--- src/wdp_consts.svh ---
`ifndef WDP_CONSTS_SVH
`define WDP_CONSTS_SVH

// Register byte offsets
`define WDP_ADDR_CTRL0 8'h00
`define WDP_ADDR_CTRL1 8'h04
`define WDP_ADDR_STAT 8'h08
`define WDP_ADDR_CNT 8'h0c
`define WDP_ADDR_IRQ 8'h10
`define WDP_ADDR_MASK 8'h14
`define WDP_ADDR_W 8

// Control word 0 fields
`define WDP_C0_LOCK 0
`define WDP_C0_GUARD 7:4
`define WDP_C0_PW 15:8
`define WDP_C0_RELOAD 31:16

// Control word 1 fields
`define WDP_C1_DIS 0
`define WDP_C1_FSEL 1
`define WDP_C1_UPW 7:4

// Password and guard values
`define WDP_FIXED_PW 4'h5
`define WDP_GUARD_VAL 4'ha

// Reset and fixed reload values
`define WDP_RELOAD_RST 16'h0000
`define WDP_UPW_RST 4'h0
`define WDP_TIMEOUT_RELOAD 16'h0000
`define WDP_PREWARN_RELOAD 16'hff00
`define WDP_CNT_MAX 16'hffff

// Prescaler masks for clk/256 and clk/16384
`define WDP_DIV_FAST 14'h00ff
`define WDP_DIV_SLOW 14'h3fff

// Interrupt status bits
`define WDP_IRQ_W 3
`define WDP_IRQ_SVC 0
`define WDP_IRQ_LOCK 1
`define WDP_IRQ_WIN 2

// Timing
`define WDP_CLK_MHZ 250
`define WDP_WIN_NS 1024
`define WDP_WIN_CYC ((`WDP_WIN_NS * `WDP_CLK_MHZ) / 1000)
`define WDP_RST_NS 64
`define WDP_RST_CYC ((`WDP_RST_NS * `WDP_CLK_MHZ) / 1000)

`endif

--- src/wdp_pkg.sv ---
package wdp_pkg;

   // Supervision states, one-hot
   typedef enum logic [4:0] {
      WDP_ST_TIMEOUT = 5'h01,
      WDP_ST_NORMAL = 5'h02,
      WDP_ST_PREWARN = 5'h04,
      WDP_ST_RESET = 5'h08,
      WDP_ST_HALT = 5'h10
   } wdp_state_t;

   // Software configuration held in control word 1
   typedef struct packed {
      logic [3:0] user_pw;
      logic slow_sel;
      logic cnt_dis;
   } wdp_cfg_t;

endpackage : wdp_pkg

--- src/wdp_tick_div.sv ---
`timescale 1ns/1ps
`default_nettype none
`include "wdp_consts.svh"

module wdp_tick_div (
   input wire logic i_clk,
   input wire logic i_sys_rst,
   input wire logic i_slow,
   output logic o_tick
);

   logic [13:0] div_cnt;
   wire [13:0] div_mask = i_slow ? `WDP_DIV_SLOW : `WDP_DIV_FAST;

   // Free-running divider; one-cycle enable each 256 or 16384 clocks
   always_ff @(posedge i_clk) begin
      if (i_sys_rst) begin
         div_cnt <= 14'h0000;
         o_tick <= 1'b0;
      end else begin
         div_cnt <= div_cnt + 14'h0001;
         o_tick <= ((div_cnt & div_mask) == div_mask);
      end
   end

endmodule : wdp_tick_div
`default_nettype wire

--- src/wdp_top.sv ---
// Design decisions made here: the register addresses and the AHB-Lite interface to the registers.
`timescale 1ns/1ps
`default_nettype none
`include "wdp_consts.svh"

// What this block does
// - 16-bit counter ticks at clock/256 or clock/16384, software selects.
// - Normal mode reloads software value; time-out and prewarning use fixed reloads.
// - While enabled, missing service leads to a system reset.
// - Errors first raise a non-maskable interrupt, reset follows a period later.
// - Init-done lock bit is driven out system-wide; every change made by a service write is flagged.
// - Control word 0 writes need a password of fixed and software-defined parts.
// - Gap between the two writes is timed; too long voids the sequence.
// - Bad password on first write or bad guard on second starts reset.
// - With counting disabled, password and lock monitoring stay active.
// - Two timer resets without valid access between hold reset until power-on.
module wdp_top (
   input wire logic i_clk,
   input wire logic i_sys_rst,
   input wire logic i_hsel,
   input wire logic [31:0] i_haddr,
   input wire logic [1:0] i_htrans,
   input wire logic i_hwrite,
   input wire logic [2:0] i_hsize,
   input wire logic i_hready,
   input wire logic [31:0] i_hwdata,
   output logic [31:0] o_hrdata,
   output logic o_hreadyout,
   output logic o_hresp,
   output logic o_init_done_lock,
   output logic o_nmi,
   output logic o_wd_reset,
   output logic o_irq
);

   // Bus data phase bookkeeping
   logic pend;
   logic pend_wr;
   logic [`WDP_ADDR_W-1:0] pend_addr;

   // Supervision state
   wdp_pkg::wdp_state_t state;
   wdp_pkg::wdp_state_t next_state;
   wdp_pkg::wdp_cfg_t cfg;
   logic [15:0] cnt;
   logic [15:0] next_cnt;
   logic [15:0] reload;
   logic lock;
   logic win_open;
   logic [8:0] win_cnt;
   logic [7:0] rst_cnt;
   logic reset_seen;
   logic err_acc;
   logic err_ovf;
   logic [`WDP_IRQ_W-1:0] irq_st;
   logic [`WDP_IRQ_W-1:0] irq_mask;
   logic [`WDP_IRQ_W-1:0] next_irq_st;
   logic tick;

   // Size is ignored: only whole-word single transfers are expected
   wire unused_size = ^i_hsize;

   // Address phase accepted only when the bus is ready
   wire bus_take = i_hsel & i_htrans[1] & i_hready;
   wire wr_now = pend & pend_wr;
   wire rd_now = pend & ~pend_wr;
   wire wr_c0 = wr_now & (pend_addr == `WDP_ADDR_CTRL0);
   wire wr_c1 = wr_now & (pend_addr == `WDP_ADDR_CTRL1);
   wire wr_irq = wr_now & (pend_addr == `WDP_ADDR_IRQ);
   wire wr_mask = wr_now & (pend_addr == `WDP_ADDR_MASK);

   // States in which the protected access engine is frozen
   wire blocked = (state == wdp_pkg::WDP_ST_PREWARN) | (state == wdp_pkg::WDP_ST_RESET)
      | (state == wdp_pkg::WDP_ST_HALT);

   // Password check, guard check and window timing
   wire [7:0] pw_exp = {`WDP_FIXED_PW, cfg.user_pw};
   wire pw_match = (i_hwdata[`WDP_C0_PW] == pw_exp);
   wire guard_match = (i_hwdata[`WDP_C0_GUARD] == `WDP_GUARD_VAL);
   wire first_ok = wr_c0 & ~blocked & ~win_open & pw_match;
   wire first_bad = wr_c0 & ~blocked & ~win_open & ~pw_match;
   wire second_ok = wr_c0 & ~blocked & win_open & guard_match;
   wire second_bad = wr_c0 & ~blocked & win_open & ~guard_match;
   // Last count is one short so a write 1024 ns after opening is the last accepted
   wire win_exp = win_open & ~wr_c0 & (win_cnt == 9'(`WDP_WIN_CYC - 1));
   wire acc_err = first_bad | second_bad;
   wire new_lock = i_hwdata[`WDP_C0_LOCK];
   wire lock_change = second_ok & (new_lock != lock);

   // Counting stays off in normal mode only when software disables it
   wire cnt_run = (state == wdp_pkg::WDP_ST_TIMEOUT) | (state == wdp_pkg::WDP_ST_PREWARN)
      | ((state == wdp_pkg::WDP_ST_NORMAL) & ~cfg.cnt_dis);
   wire count_en = tick & cnt_run;
   wire ovf = count_en & (cnt == `WDP_CNT_MAX);
   wire run_err = acc_err | ovf;
   wire rst_done = (rst_cnt == 8'(`WDP_RST_CYC - 1));

   // Prescaler enable
   wdp_tick_div u_div (
      .i_clk(i_clk),
      .i_sys_rst(i_sys_rst),
      .i_slow(cfg.slow_sel),
      .o_tick(tick)
   );

   // Next state of the supervision sequence
   always_comb begin
      next_state = state;
      unique case (state)
         wdp_pkg::WDP_ST_TIMEOUT: begin
            if (run_err) begin
               next_state = wdp_pkg::WDP_ST_PREWARN;
            end else if (second_ok & new_lock) begin
               next_state = wdp_pkg::WDP_ST_NORMAL;
            end
         end
         wdp_pkg::WDP_ST_NORMAL: begin
            if (run_err) begin
               next_state = wdp_pkg::WDP_ST_PREWARN;
            end else if (second_ok & ~new_lock) begin
               next_state = wdp_pkg::WDP_ST_TIMEOUT;
            end
         end
         wdp_pkg::WDP_ST_PREWARN: begin
            if (ovf) begin
               next_state = reset_seen ? wdp_pkg::WDP_ST_HALT : wdp_pkg::WDP_ST_RESET;
            end
         end
         wdp_pkg::WDP_ST_RESET: begin
            if (rst_done) begin
               next_state = wdp_pkg::WDP_ST_TIMEOUT;
            end
         end
         wdp_pkg::WDP_ST_HALT: begin
            next_state = wdp_pkg::WDP_ST_HALT;
         end
         default: begin
            next_state = wdp_pkg::WDP_ST_TIMEOUT;
         end
      endcase
   end

   // Counter reload selection; fixed values outside normal mode
   always_comb begin
      next_cnt = cnt;
      if (next_state == wdp_pkg::WDP_ST_PREWARN && state != wdp_pkg::WDP_ST_PREWARN) begin
         next_cnt = `WDP_PREWARN_RELOAD;
      end else if (state == wdp_pkg::WDP_ST_RESET) begin
         next_cnt = `WDP_TIMEOUT_RELOAD;
      end else if (second_ok) begin
         next_cnt = new_lock ? i_hwdata[`WDP_C0_RELOAD] : `WDP_TIMEOUT_RELOAD;
      end else if (count_en) begin
         next_cnt = cnt + 16'h0001;
      end
   end

   // Sticky interrupt bits; a new event beats a same-cycle clear
   always_comb begin
      next_irq_st = irq_st;
      if (wr_irq) begin
         next_irq_st = irq_st & ~i_hwdata[`WDP_IRQ_W-1:0];
      end
      next_irq_st[`WDP_IRQ_SVC] = next_irq_st[`WDP_IRQ_SVC] | second_ok;
      next_irq_st[`WDP_IRQ_LOCK] = next_irq_st[`WDP_IRQ_LOCK] | lock_change;
      next_irq_st[`WDP_IRQ_WIN] = next_irq_st[`WDP_IRQ_WIN] | win_exp;
   end

   // Bus phase tracking; one wait state so read data come from a flop
   always_ff @(posedge i_clk) begin
      if (i_sys_rst) begin
         pend <= 1'b0;
         pend_wr <= 1'b0;
         pend_addr <= `WDP_ADDR_CTRL0;
         o_hreadyout <= 1'b1;
         o_hresp <= 1'b0;
      end else begin
         pend <= bus_take;
         o_hreadyout <= ~bus_take;
         o_hresp <= 1'b0;
         if (bus_take) begin
            pend_wr <= i_hwrite;
            pend_addr <= i_haddr[`WDP_ADDR_W-1:0];
         end
      end
   end

   // Read data; unmapped offsets read zero
   wire [31:0] rd_c0 = {reload, 8'h00, 4'h0, 2'b00, win_open, lock};
   wire [31:0] rd_c1 = {24'h000000, cfg.user_pw, 2'b00, cfg.slow_sel, cfg.cnt_dis};
   wire [31:0] rd_st = {22'h000000, err_ovf, err_acc, state, reset_seen, lock, win_open};
   wire [31:0] rd_mux =
      (pend_addr == `WDP_ADDR_CTRL0) ? rd_c0 :
      (pend_addr == `WDP_ADDR_CTRL1) ? rd_c1 :
      (pend_addr == `WDP_ADDR_STAT) ? rd_st :
      (pend_addr == `WDP_ADDR_CNT) ? {16'h0000, cnt} :
      (pend_addr == `WDP_ADDR_IRQ) ? {29'h00000000, irq_st} :
      (pend_addr == `WDP_ADDR_MASK) ? {29'h00000000, irq_mask} : 32'h00000000;

   always_ff @(posedge i_clk) begin
      if (i_sys_rst) begin
         o_hrdata <= 32'h00000000;
      end else if (rd_now) begin
         o_hrdata <= rd_mux;
      end
   end

   // Two-write access window and its timer
   always_ff @(posedge i_clk) begin
      if (i_sys_rst) begin
         win_open <= 1'b0;
         win_cnt <= 9'h000;
      end else if (first_ok) begin
         win_open <= 1'b1;
         win_cnt <= 9'h000;
      end else if (second_ok | second_bad | win_exp | blocked) begin
         win_open <= 1'b0;
         win_cnt <= 9'h000;
      end else if (win_open) begin
         win_cnt <= win_cnt + 9'h001;
      end
   end

   // Control contents; config word only while the lock is open
   always_ff @(posedge i_clk) begin
      if (i_sys_rst) begin
         reload <= `WDP_RELOAD_RST;
         lock <= 1'b0;
         cfg <= '{user_pw: `WDP_UPW_RST, slow_sel: 1'b0, cnt_dis: 1'b0};
      end else begin
         if (second_ok) begin
            reload <= i_hwdata[`WDP_C0_RELOAD];
            lock <= new_lock;
         end else if ((next_state == wdp_pkg::WDP_ST_RESET)
            | (next_state == wdp_pkg::WDP_ST_HALT)) begin
            lock <= 1'b0;
         end
         if (wr_c1 & ~lock & ~blocked) begin
            cfg.cnt_dis <= i_hwdata[`WDP_C1_DIS];
            cfg.slow_sel <= i_hwdata[`WDP_C1_FSEL];
            cfg.user_pw <= i_hwdata[`WDP_C1_UPW];
         end
      end
   end

   // Supervision state, counter and reset bookkeeping
   always_ff @(posedge i_clk) begin
      if (i_sys_rst) begin
         state <= wdp_pkg::WDP_ST_TIMEOUT;
         cnt <= `WDP_TIMEOUT_RELOAD;
         rst_cnt <= 8'h00;
         reset_seen <= 1'b0;
         err_acc <= 1'b0;
         err_ovf <= 1'b0;
      end else begin
         state <= next_state;
         cnt <= next_cnt;
         rst_cnt <= (state == wdp_pkg::WDP_ST_RESET) ? rst_cnt + 8'h01 : 8'h00;
         // Power-on or a valid access clears the double reset memory
         if (next_state == wdp_pkg::WDP_ST_RESET) begin
            reset_seen <= 1'b1;
         end else if (second_ok) begin
            reset_seen <= 1'b0;
         end
         if (~blocked & acc_err) begin
            err_acc <= 1'b1;
         end
         if (~blocked & ovf) begin
            err_ovf <= 1'b1;
         end
      end
   end

   // Interrupt registers; software clears status by writing ones
   always_ff @(posedge i_clk) begin
      if (i_sys_rst) begin
         irq_st <= 3'h0;
         irq_mask <= 3'h0;
         o_irq <= 1'b0;
      end else begin
         irq_st <= next_irq_st;
         if (wr_mask) begin
            irq_mask <= i_hwdata[`WDP_IRQ_W-1:0];
         end
         o_irq <= |(next_irq_st & (wr_mask ? i_hwdata[`WDP_IRQ_W-1:0] : irq_mask));
      end
   end

   // Outputs from flops, aligned with the state they report
   always_ff @(posedge i_clk) begin
      if (i_sys_rst) begin
         o_nmi <= 1'b0;
         o_wd_reset <= 1'b0;
         o_init_done_lock <= 1'b0;
      end else begin
         o_nmi <= (next_state == wdp_pkg::WDP_ST_PREWARN);
         o_wd_reset <= (next_state == wdp_pkg::WDP_ST_RESET)
            | (next_state == wdp_pkg::WDP_ST_HALT);
         o_init_done_lock <= second_ok ? new_lock
            : (((next_state == wdp_pkg::WDP_ST_RESET)
            | (next_state == wdp_pkg::WDP_ST_HALT)) ? 1'b0 : lock);
      end
   end

endmodule : wdp_top
`default_nettype wire

--- config.mk ---
export PLATFORM = sky130hd
export DESIGN_NAME = wdp_top
export DESIGN_NICKNAME = d
export VERILOG_FILES = /design/src/wdp_pkg.sv /design/src/wdp_tick_div.sv /design/src/wdp_top.sv
export VERILOG_INCLUDE_DIRS = /design/src
export SDC_FILE = /design/constraint.sdc
export NUM_CORES = 1
export LEC_CHECK = 0
export ABC_AREA = 1
export BUFFER_PORTS_ARGS = -buffer_cell sky130_fd_sc_hd__buf_2
export CAP_MARGIN = 20
export CORE_AREA = 2 2 110 112
export CTS_CLUSTER_DIAMETER = 80
export DETAILED_ROUTE_END_ITERATION = 8
export DIE_AREA = 0 0 112 114
export PLACE_DENSITY = 0.79
export REMOVE_ABC_BUFFERS = 1
export SLEW_MARGIN = 20
export SYNTH_ARGS = -nofsm -noshare
export SYNTH_HDL_FRONTEND = slang
export SYNTH_HIERARCHICAL = 1
export SYNTH_SLANG_ARGS = --single-unit
--- constraint.sdc ---
create_clock -name i_clk -period 2.05 [get_ports i_clk]
set_input_delay 0.41 -clock i_clk [delete_from_list [all_inputs] [get_ports i_clk]]
set_output_delay 0.41 -clock i_clk [all_outputs]
set_load 0.01 [all_outputs]
# After elaboration in Yosys (flattened, before gate mapping)
# Cells that the tools add are included.
dict set report totals {
  reg_bits 132
  in_bits 74
  out_inout_bits 38
  elab_cells 145
}
dict set report classes {
  add_sub_neg 4
  eq_ne 21
  n_mux 28
  bitwise_logic 55
  reduce_logical 11
}
# op count
set op_table {}
lappend op_table {{two-way mux 16 bit} 8}
lappend op_table {{two-way mux 5 bit} 7}
lappend op_table {{two-way mux 32 bit} 1}
lappend op_table {{bitwise AND 1 bit} 27}
lappend op_table {{case mux 5 bit (5 select lines)} 1}
lappend op_table {{== test 8 x 4 -> 1 bit (second input constant)} 3}
lappend op_table {{adder 16 x 1 -> 16 bit (second input constant)} 1}
lappend op_table {{== test 16 bit (second input constant)} 1}
lappend op_table {{== test 8 x 5 -> 1 bit (second input constant)} 2}
lappend op_table {{adder 14 x 1 -> 14 bit (second input constant)} 1}
lappend op_table {{bitwise AND 14 bit} 1}
lappend op_table {{== test 14 bit} 1}
lappend op_table {{two-way mux 14 bit} 1}
lappend op_table {{OR 1 bit} 13}
lappend op_table {{two-way mux 3 bit} 4}
lappend op_table {{inverter 1 bit} 11}
lappend op_table {{== test 5 x 3 -> 1 bit (second input constant)} 2}
lappend op_table {{== test 5 x 4 -> 1 bit (second input constant)} 2}
lappend op_table {{== test 5 bit (second input constant)} 2}
lappend op_table {{adder 9 x 1 -> 9 bit (second input constant)} 1}
lappend op_table {{== test 9 x 8 -> 1 bit (second input constant)} 1}
lappend op_table {{OR reduction 3 bit} 3}
lappend op_table {{adder 8 x 1 -> 8 bit (second input constant)} 1}
lappend op_table {{== test 8 x 3 -> 1 bit (second input constant)} 1}
lappend op_table {{14 further kinds} 23}

# Depth between registers and ports, before layout
dict set report depth {
  ltp_word 15
  ltp_mapped 12
}

# Cells and area by module
# The synthesis kept the hierarchy.
# mod n_inst cells_each area_per_inst_um2 seq_area_each_um2
set modules_own_cells {}
lappend modules_own_cells {wdp_top 1 776 5647.9 2342.2}
lappend modules_own_cells {wdp_tick_div 1 103 740.7 300.3}

# Worst setup path before layout
# No wires, ideal clock.
dict set report synth_path {
  path_type {register to register}
  start {register cnt[0]}
  end {register cnt[10]}
  setup_time_ns 0.136
  arrival_ns 1.576
  t_required_ns 1.914
  setup_slack_ns 0.338
  path_stages_with_launch 12
  n_path_buf 1
  period_less_slack_ns 1.712
  path_cell_list {dfxtp_1 -> ha_1 -> nand3_1 -> nor2_2 -> nand4_1 -> nor2_1 -> nand3_2 -> nand3_1 -> nand2_1 -> buf_4 -> nand4_1 -> a21oi_2}
}
dict set report synth_via {
  elab_chain_len 8
  elab_cells_between_ends 15
  cone_classes {1 x add/sub; 2 x eq/ne; 8 x mux; 2 x bitwise; 2 x reduce/logical}
}
# element line_no
set synth_lines {}
lappend synth_lines {{start: declaration} wdp_top.sv:45} ;# logic [15:0] cnt;
lappend synth_lines {{start signal: assignment} wdp_top.sv:249} ;# cnt <= `WDP_TIMEOUT_RELOAD;
lappend synth_lines {{start signal: assignment} wdp_top.sv:256} ;# cnt <= next_cnt;
lappend synth_lines {{== test 16 bit (no source line)} n/a}
lappend synth_lines {{bitwise AND 1 bit} wdp_top.sv:94} ;# wire ovf = count_en & (cnt == `WDP_CNT_MAX);
lappend synth_lines {{OR 1 bit} wdp_top.sv:95} ;# wire run_err = acc_err | ovf;
lappend synth_lines {{two-way mux 5 bit (on tied branches)} {wdp_top.sv:118, wdp_top.sv:111}}
lappend synth_lines {{case mux 5 bit (5 select lines)} wdp_top.sv:109} ;# unique case (state)
lappend synth_lines {{== test 5 x 3 -> 1 bit} wdp_top.sv:146} ;# if (next_state == wdp_pkg::WDP_ST_PREWARN && state != wdp_pkg::WDP_ST_PREWARN) begin
lappend synth_lines {{logical AND 1 bit} wdp_top.sv:146}
lappend synth_lines {{nonzero test 4 bit (no source line) / two-way mux 16 bit (equally long branches)} n/a}
# Several ways; a longest one is shown, not always the timed one. The select of a mux whose other input is x is not followed.
# A chain may end at the register's enable or synchronous reset.

# Worst setup path in the final report
dict set report layout_path {
  start {register pend_addr[7]}
  end {register o_irq}
}
dict set report layout_via {
  elab_chain_len 9
  elab_cells_between_ends 20
  cone_classes {2 x eq/ne; 2 x mux; 14 x bitwise; 2 x reduce/logical}
}
# element line_no
set layout_lines {}
lappend layout_lines {{start: declaration} wdp_top.sv:39} ;# logic [`WDP_ADDR_W-1:0] pend_addr;
lappend layout_lines {{start signal: assignment} wdp_top.sv:173} ;# pend_addr <= `WDP_ADDR_CTRL0;
lappend layout_lines {{start signal: assignment} wdp_top.sv:182} ;# pend_addr <= i_haddr[`WDP_ADDR_W-1:0];
lappend layout_lines {{logical NOT 8 bit (no source line)} n/a}
lappend layout_lines {{bitwise AND 1 bit} wdp_top.sv:67} ;# wire wr_c0 = wr_now & (pend_addr == `WDP_ADDR_CTRL0);
lappend layout_lines {{bitwise AND 1 bit (3 in a row)} wdp_top.sv:82} ;# wire second_ok = wr_c0 & ~blocked & win_open & guard_match;
lappend layout_lines {{bitwise AND 1 bit} wdp_top.sv:88} ;# wire lock_change = second_ok & (new_lock != lock);
lappend layout_lines {{OR 1 bit} wdp_top.sv:164} ;# next_irq_st[`WDP_IRQ_LOCK] = next_irq_st[`WDP_IRQ_LOCK] | lock_change;
lappend layout_lines {{bitwise AND 3 bit (*)} wdp_top.sv:284} ;# o_irq <= |(next_irq_st & (wr_mask ? i_hwdata[`WDP_IRQ_W-1:0] : irq_mask));
lappend layout_lines {{OR reduction 3 bit (*)} wdp_top.sv:284}
lappend layout_lines {{end signal: assignment} wdp_top.sv:284}
lappend layout_lines {{end: declaration} wdp_top.sv:33} ;# output logic o_irq
# Mark *: on every way between the ends. The rest lies on a longest branch, timed or not.

==> reports/metrics.csv <==
stage;metric;value;unit
timing;worst relative slew slack;59.4;%
die;die width;112;um
clock_network;CTS Buffer Depth;2;
timing;Slew @ Worst Pin;607;ps
grt;vias in the first global route;5419;
grt;global-route wire length before repair;25.5;mm
timing;worst hold margin;188;ps
critical_path;Critical Path Source Type;flop;
critical_path;Arrival @ worst endpoint;2240;ps
place;GP Congestion;0.932;
routing;DR pass1 iterations;5;
clock_network;later-pin clock latency in the skew report;420;ps
status;status;finished, final reports clean;
timing;Max Freq;534;MHz
power;Total Power;5520;uW
finish;n_diodes;0;
logic_synthesis;Post-Syn Area per Cell;7.27;sq um
critical_path;CP Class;flop to flop;
clock_network;Num CTS Buffers;17;
finish;Final Cell Area;7540;sq um
die;Top Ports;112;
power;Pleak;0.00308;uW
routing;Vias/cell;5.31;
logic_synthesis;Seq/Total Area, Yosys;41.4;%
routing;WL/cell;13.7;um
clock_network;cts hold-fix bufs;0;
grt;initial antenna violation count;0;
logic_synthesis;Seq cells post-synth;132;
finish;Post-Layout Cell Count;1129;
finish;# fillers;1000;
logic_synthesis;Synth cell types;48;
timing;final slew viol count;0;
grt;All-Layer GR Usage;24.7;%
grt;GRT overflow;0;
logic_synthesis;Post-Syn Area;6390;sq um
clock_network;TritonCTS clock tree;done;
timing;min Tclk post-route;1870;ps
timing;setup_tns;0;ps
routing;routed wire length;15.5;mm
timing;clk_skew;9.16;ps
hold_path;HP Class;primary input to flop;
finish;Nets;1050;
place;post-DP HPWL;11.0;mm
timing;Final Hold Fails;0;
die;DIE AREA;12800;sq um
clock_network;clk root buf;clkbuf_16;
routing;drc violations;0;
power;Pwr Density;732;nW/um^2
logic_synthesis;synthesis warning total;6;
die;Site Rows;40;
finish;sequential cell area;2650;sq um
finish;multi-input combinational cell area;3250;sq um
place;IO buf count;81;
clock_network;H-tree Lvls;4;
clock_network;Clock transition at path regs;50;ps
place;DP Area;6970;sq um
power;worst IR drop on VDD;0.000573;V
die;starting density of the core;54.6;%
timing;period utilization;91.4;%
place;Cells after DPL;1095;
routing;Vias;5991;
clock_network;clk sinks;132;
finish;most frequent cells in the layout;nand2_1 (175), nor2_1 (130), dfxtp_1 (129), inv_1 (82), buf_2 (81);
job;Max Cap Violations;0;
finish;commonest non-fill, non-tap cell in the layout;nand2_1;
critical_path;critical path endpoint category;flop;
finish;layout cell share with drive strength beyond 1;19.8;%
finish;area grow syn2layout;18.0;%
logic_synthesis;Cells after Synth;879;
die;die height;114;um
die;Placeable Area;11700;sq um
routing;ANT nets after route;0;
critical_path;Max Fanout on Critical Path;10;
grt;pin count of the biggest net entering global routing;38;
routing;DRT iter0 DRCs;394;
timing;final setup fails;0;
critical_path;WP data required;2410;ps
timing;RSZ-0062 raised after global routing;no;
[cell usage after synthesis, drive strengths merged]
cell type / n / area share (%)
nand2: 186 / 12
nor2: 150 / 11
dfxtp: 132 / 41
inv: 88 / 5.2
a21oi: 63 / 5.3
o21ai: 57 / 4.5
nand3: 54 / 5.2
nor3: 29 / 2.3
nand4: 26 / 2.9
clkbuf: 21 / 1.2
buf: 11 / 1.4
xor2: 11 / 1.5
o211ai: 10 / 1.3
a211oi: 6 / 0.71
ha: 5 / 0.98
o22ai: 5 / 0.49
xnor2: 4 / 0.55
clkinv: 3 / 0.18
nor3b: 3 / 0.43
nor4: 3 / 0.53
o21a: 3 / 0.35
o21bai: 2 / 0.23
a22oi: 1 / 0.12
a31o: 1 / 0.14
a31oi: 1 / 0.098
conb: 1 / 0.059
nand3b: 1 / 0.12
o2111ai: 1 / 0.14
o2bb2ai: 1 / 0.14
[layer usage]
| metal | global-route usage [%] | share of wire [%] |
|---|---|---|
| met5 | 0 | 0 |
| met4 | 11.1 | 2.7 |
| met1 | 30.8 | 44 |
| met3 | 5.69 | 5.7 |
| met2 | 41.1 | 48 |
[path summary, 6_finish.rpt]
kind | from | to | slack [ps] | cells past startpoint
min reg2reg | rst_cnt[0]$_SDFF_PP0_ | rst_cnt[0]$_SDFF_PP0_ | 440 | 1
max | pend_addr[7]$_SDFFE_PP0P_ | o_irq$_SDFF_PP0_ | 180 | 11
max reg2reg | pend_addr[7]$_SDFFE_PP0P_ | o_irq$_SDFF_PP0_ | 180 | 11
min | i_haddr[6] | pend_addr[6]$_SDFFE_PP0P_ | 190 | 3
[area by class of cell]
class	instances	area share [%]
clock buffer	24	6.39
inverter	91	4.63
multi-input combinational	624	43.1
sequential	132	35.1
tap	147	2.44
timing repair buffer	105	7.93
clock inverter	6	0.398
[cells by family after synthesis]
logic type	after synthesis	synth area share (%)
xor gates and xnor gates	15	2.06
and+or+nand+nor	452	34.0
buffers and inverters	123	8.09
DFF	132	41.4
adders and majority gates	5	0.979
other	1	0.0587
AOI/OAI and AO/OA	151	13.4
[state kept, by name, indices dropped and copies added (netlist names), 5 cells and up]
register / flops
reload: 16
u_div/div_cnt: 14
pend_addr: 8
win_cnt: 9
o_hrdata: 32
rst_cnt: 8
state: 5
cfg: 6
cnt: 16
[stage by stage]
stage                     setup WS [ps]  util (%)
final                               176      64.4
after global routing               57.8      64.4
after CTS                          60.9      63.9
after detailed placement           91.8      59.5
after global placement              136      59.5
after floorplan                     186         -
[power by group]
group / total [uW] / leakage [uW] / switching, uW / internal, uW
sequential: 2610 / 0.00107 / 15.3 / 2590
combinational: 265 / 0.00175 / 167 / 97.7
clock: 2650 / 0.000259 / 1040 / 1610
[worst max-delay path, cell delays in order (launching register included)]
cell,delay (ps)
dfxtp_1,320
nor2_2,160
nand3_2,170
nor2_8,160
nand2_2,100
nor2_4,120
nand3_4,150
inv_2,200
nand2_2,90
o211ai_2,190
nand2_1,70
nand2_1,80
[what timing repair did]
action / 4_1_cts / 5_1_grt
resized for setup: 0 / 10
endpoints found under the setup margin: 0 / 18
buffers inserted: 0 / 4
No activity file was read; power rests on OpenSTA's default activity.
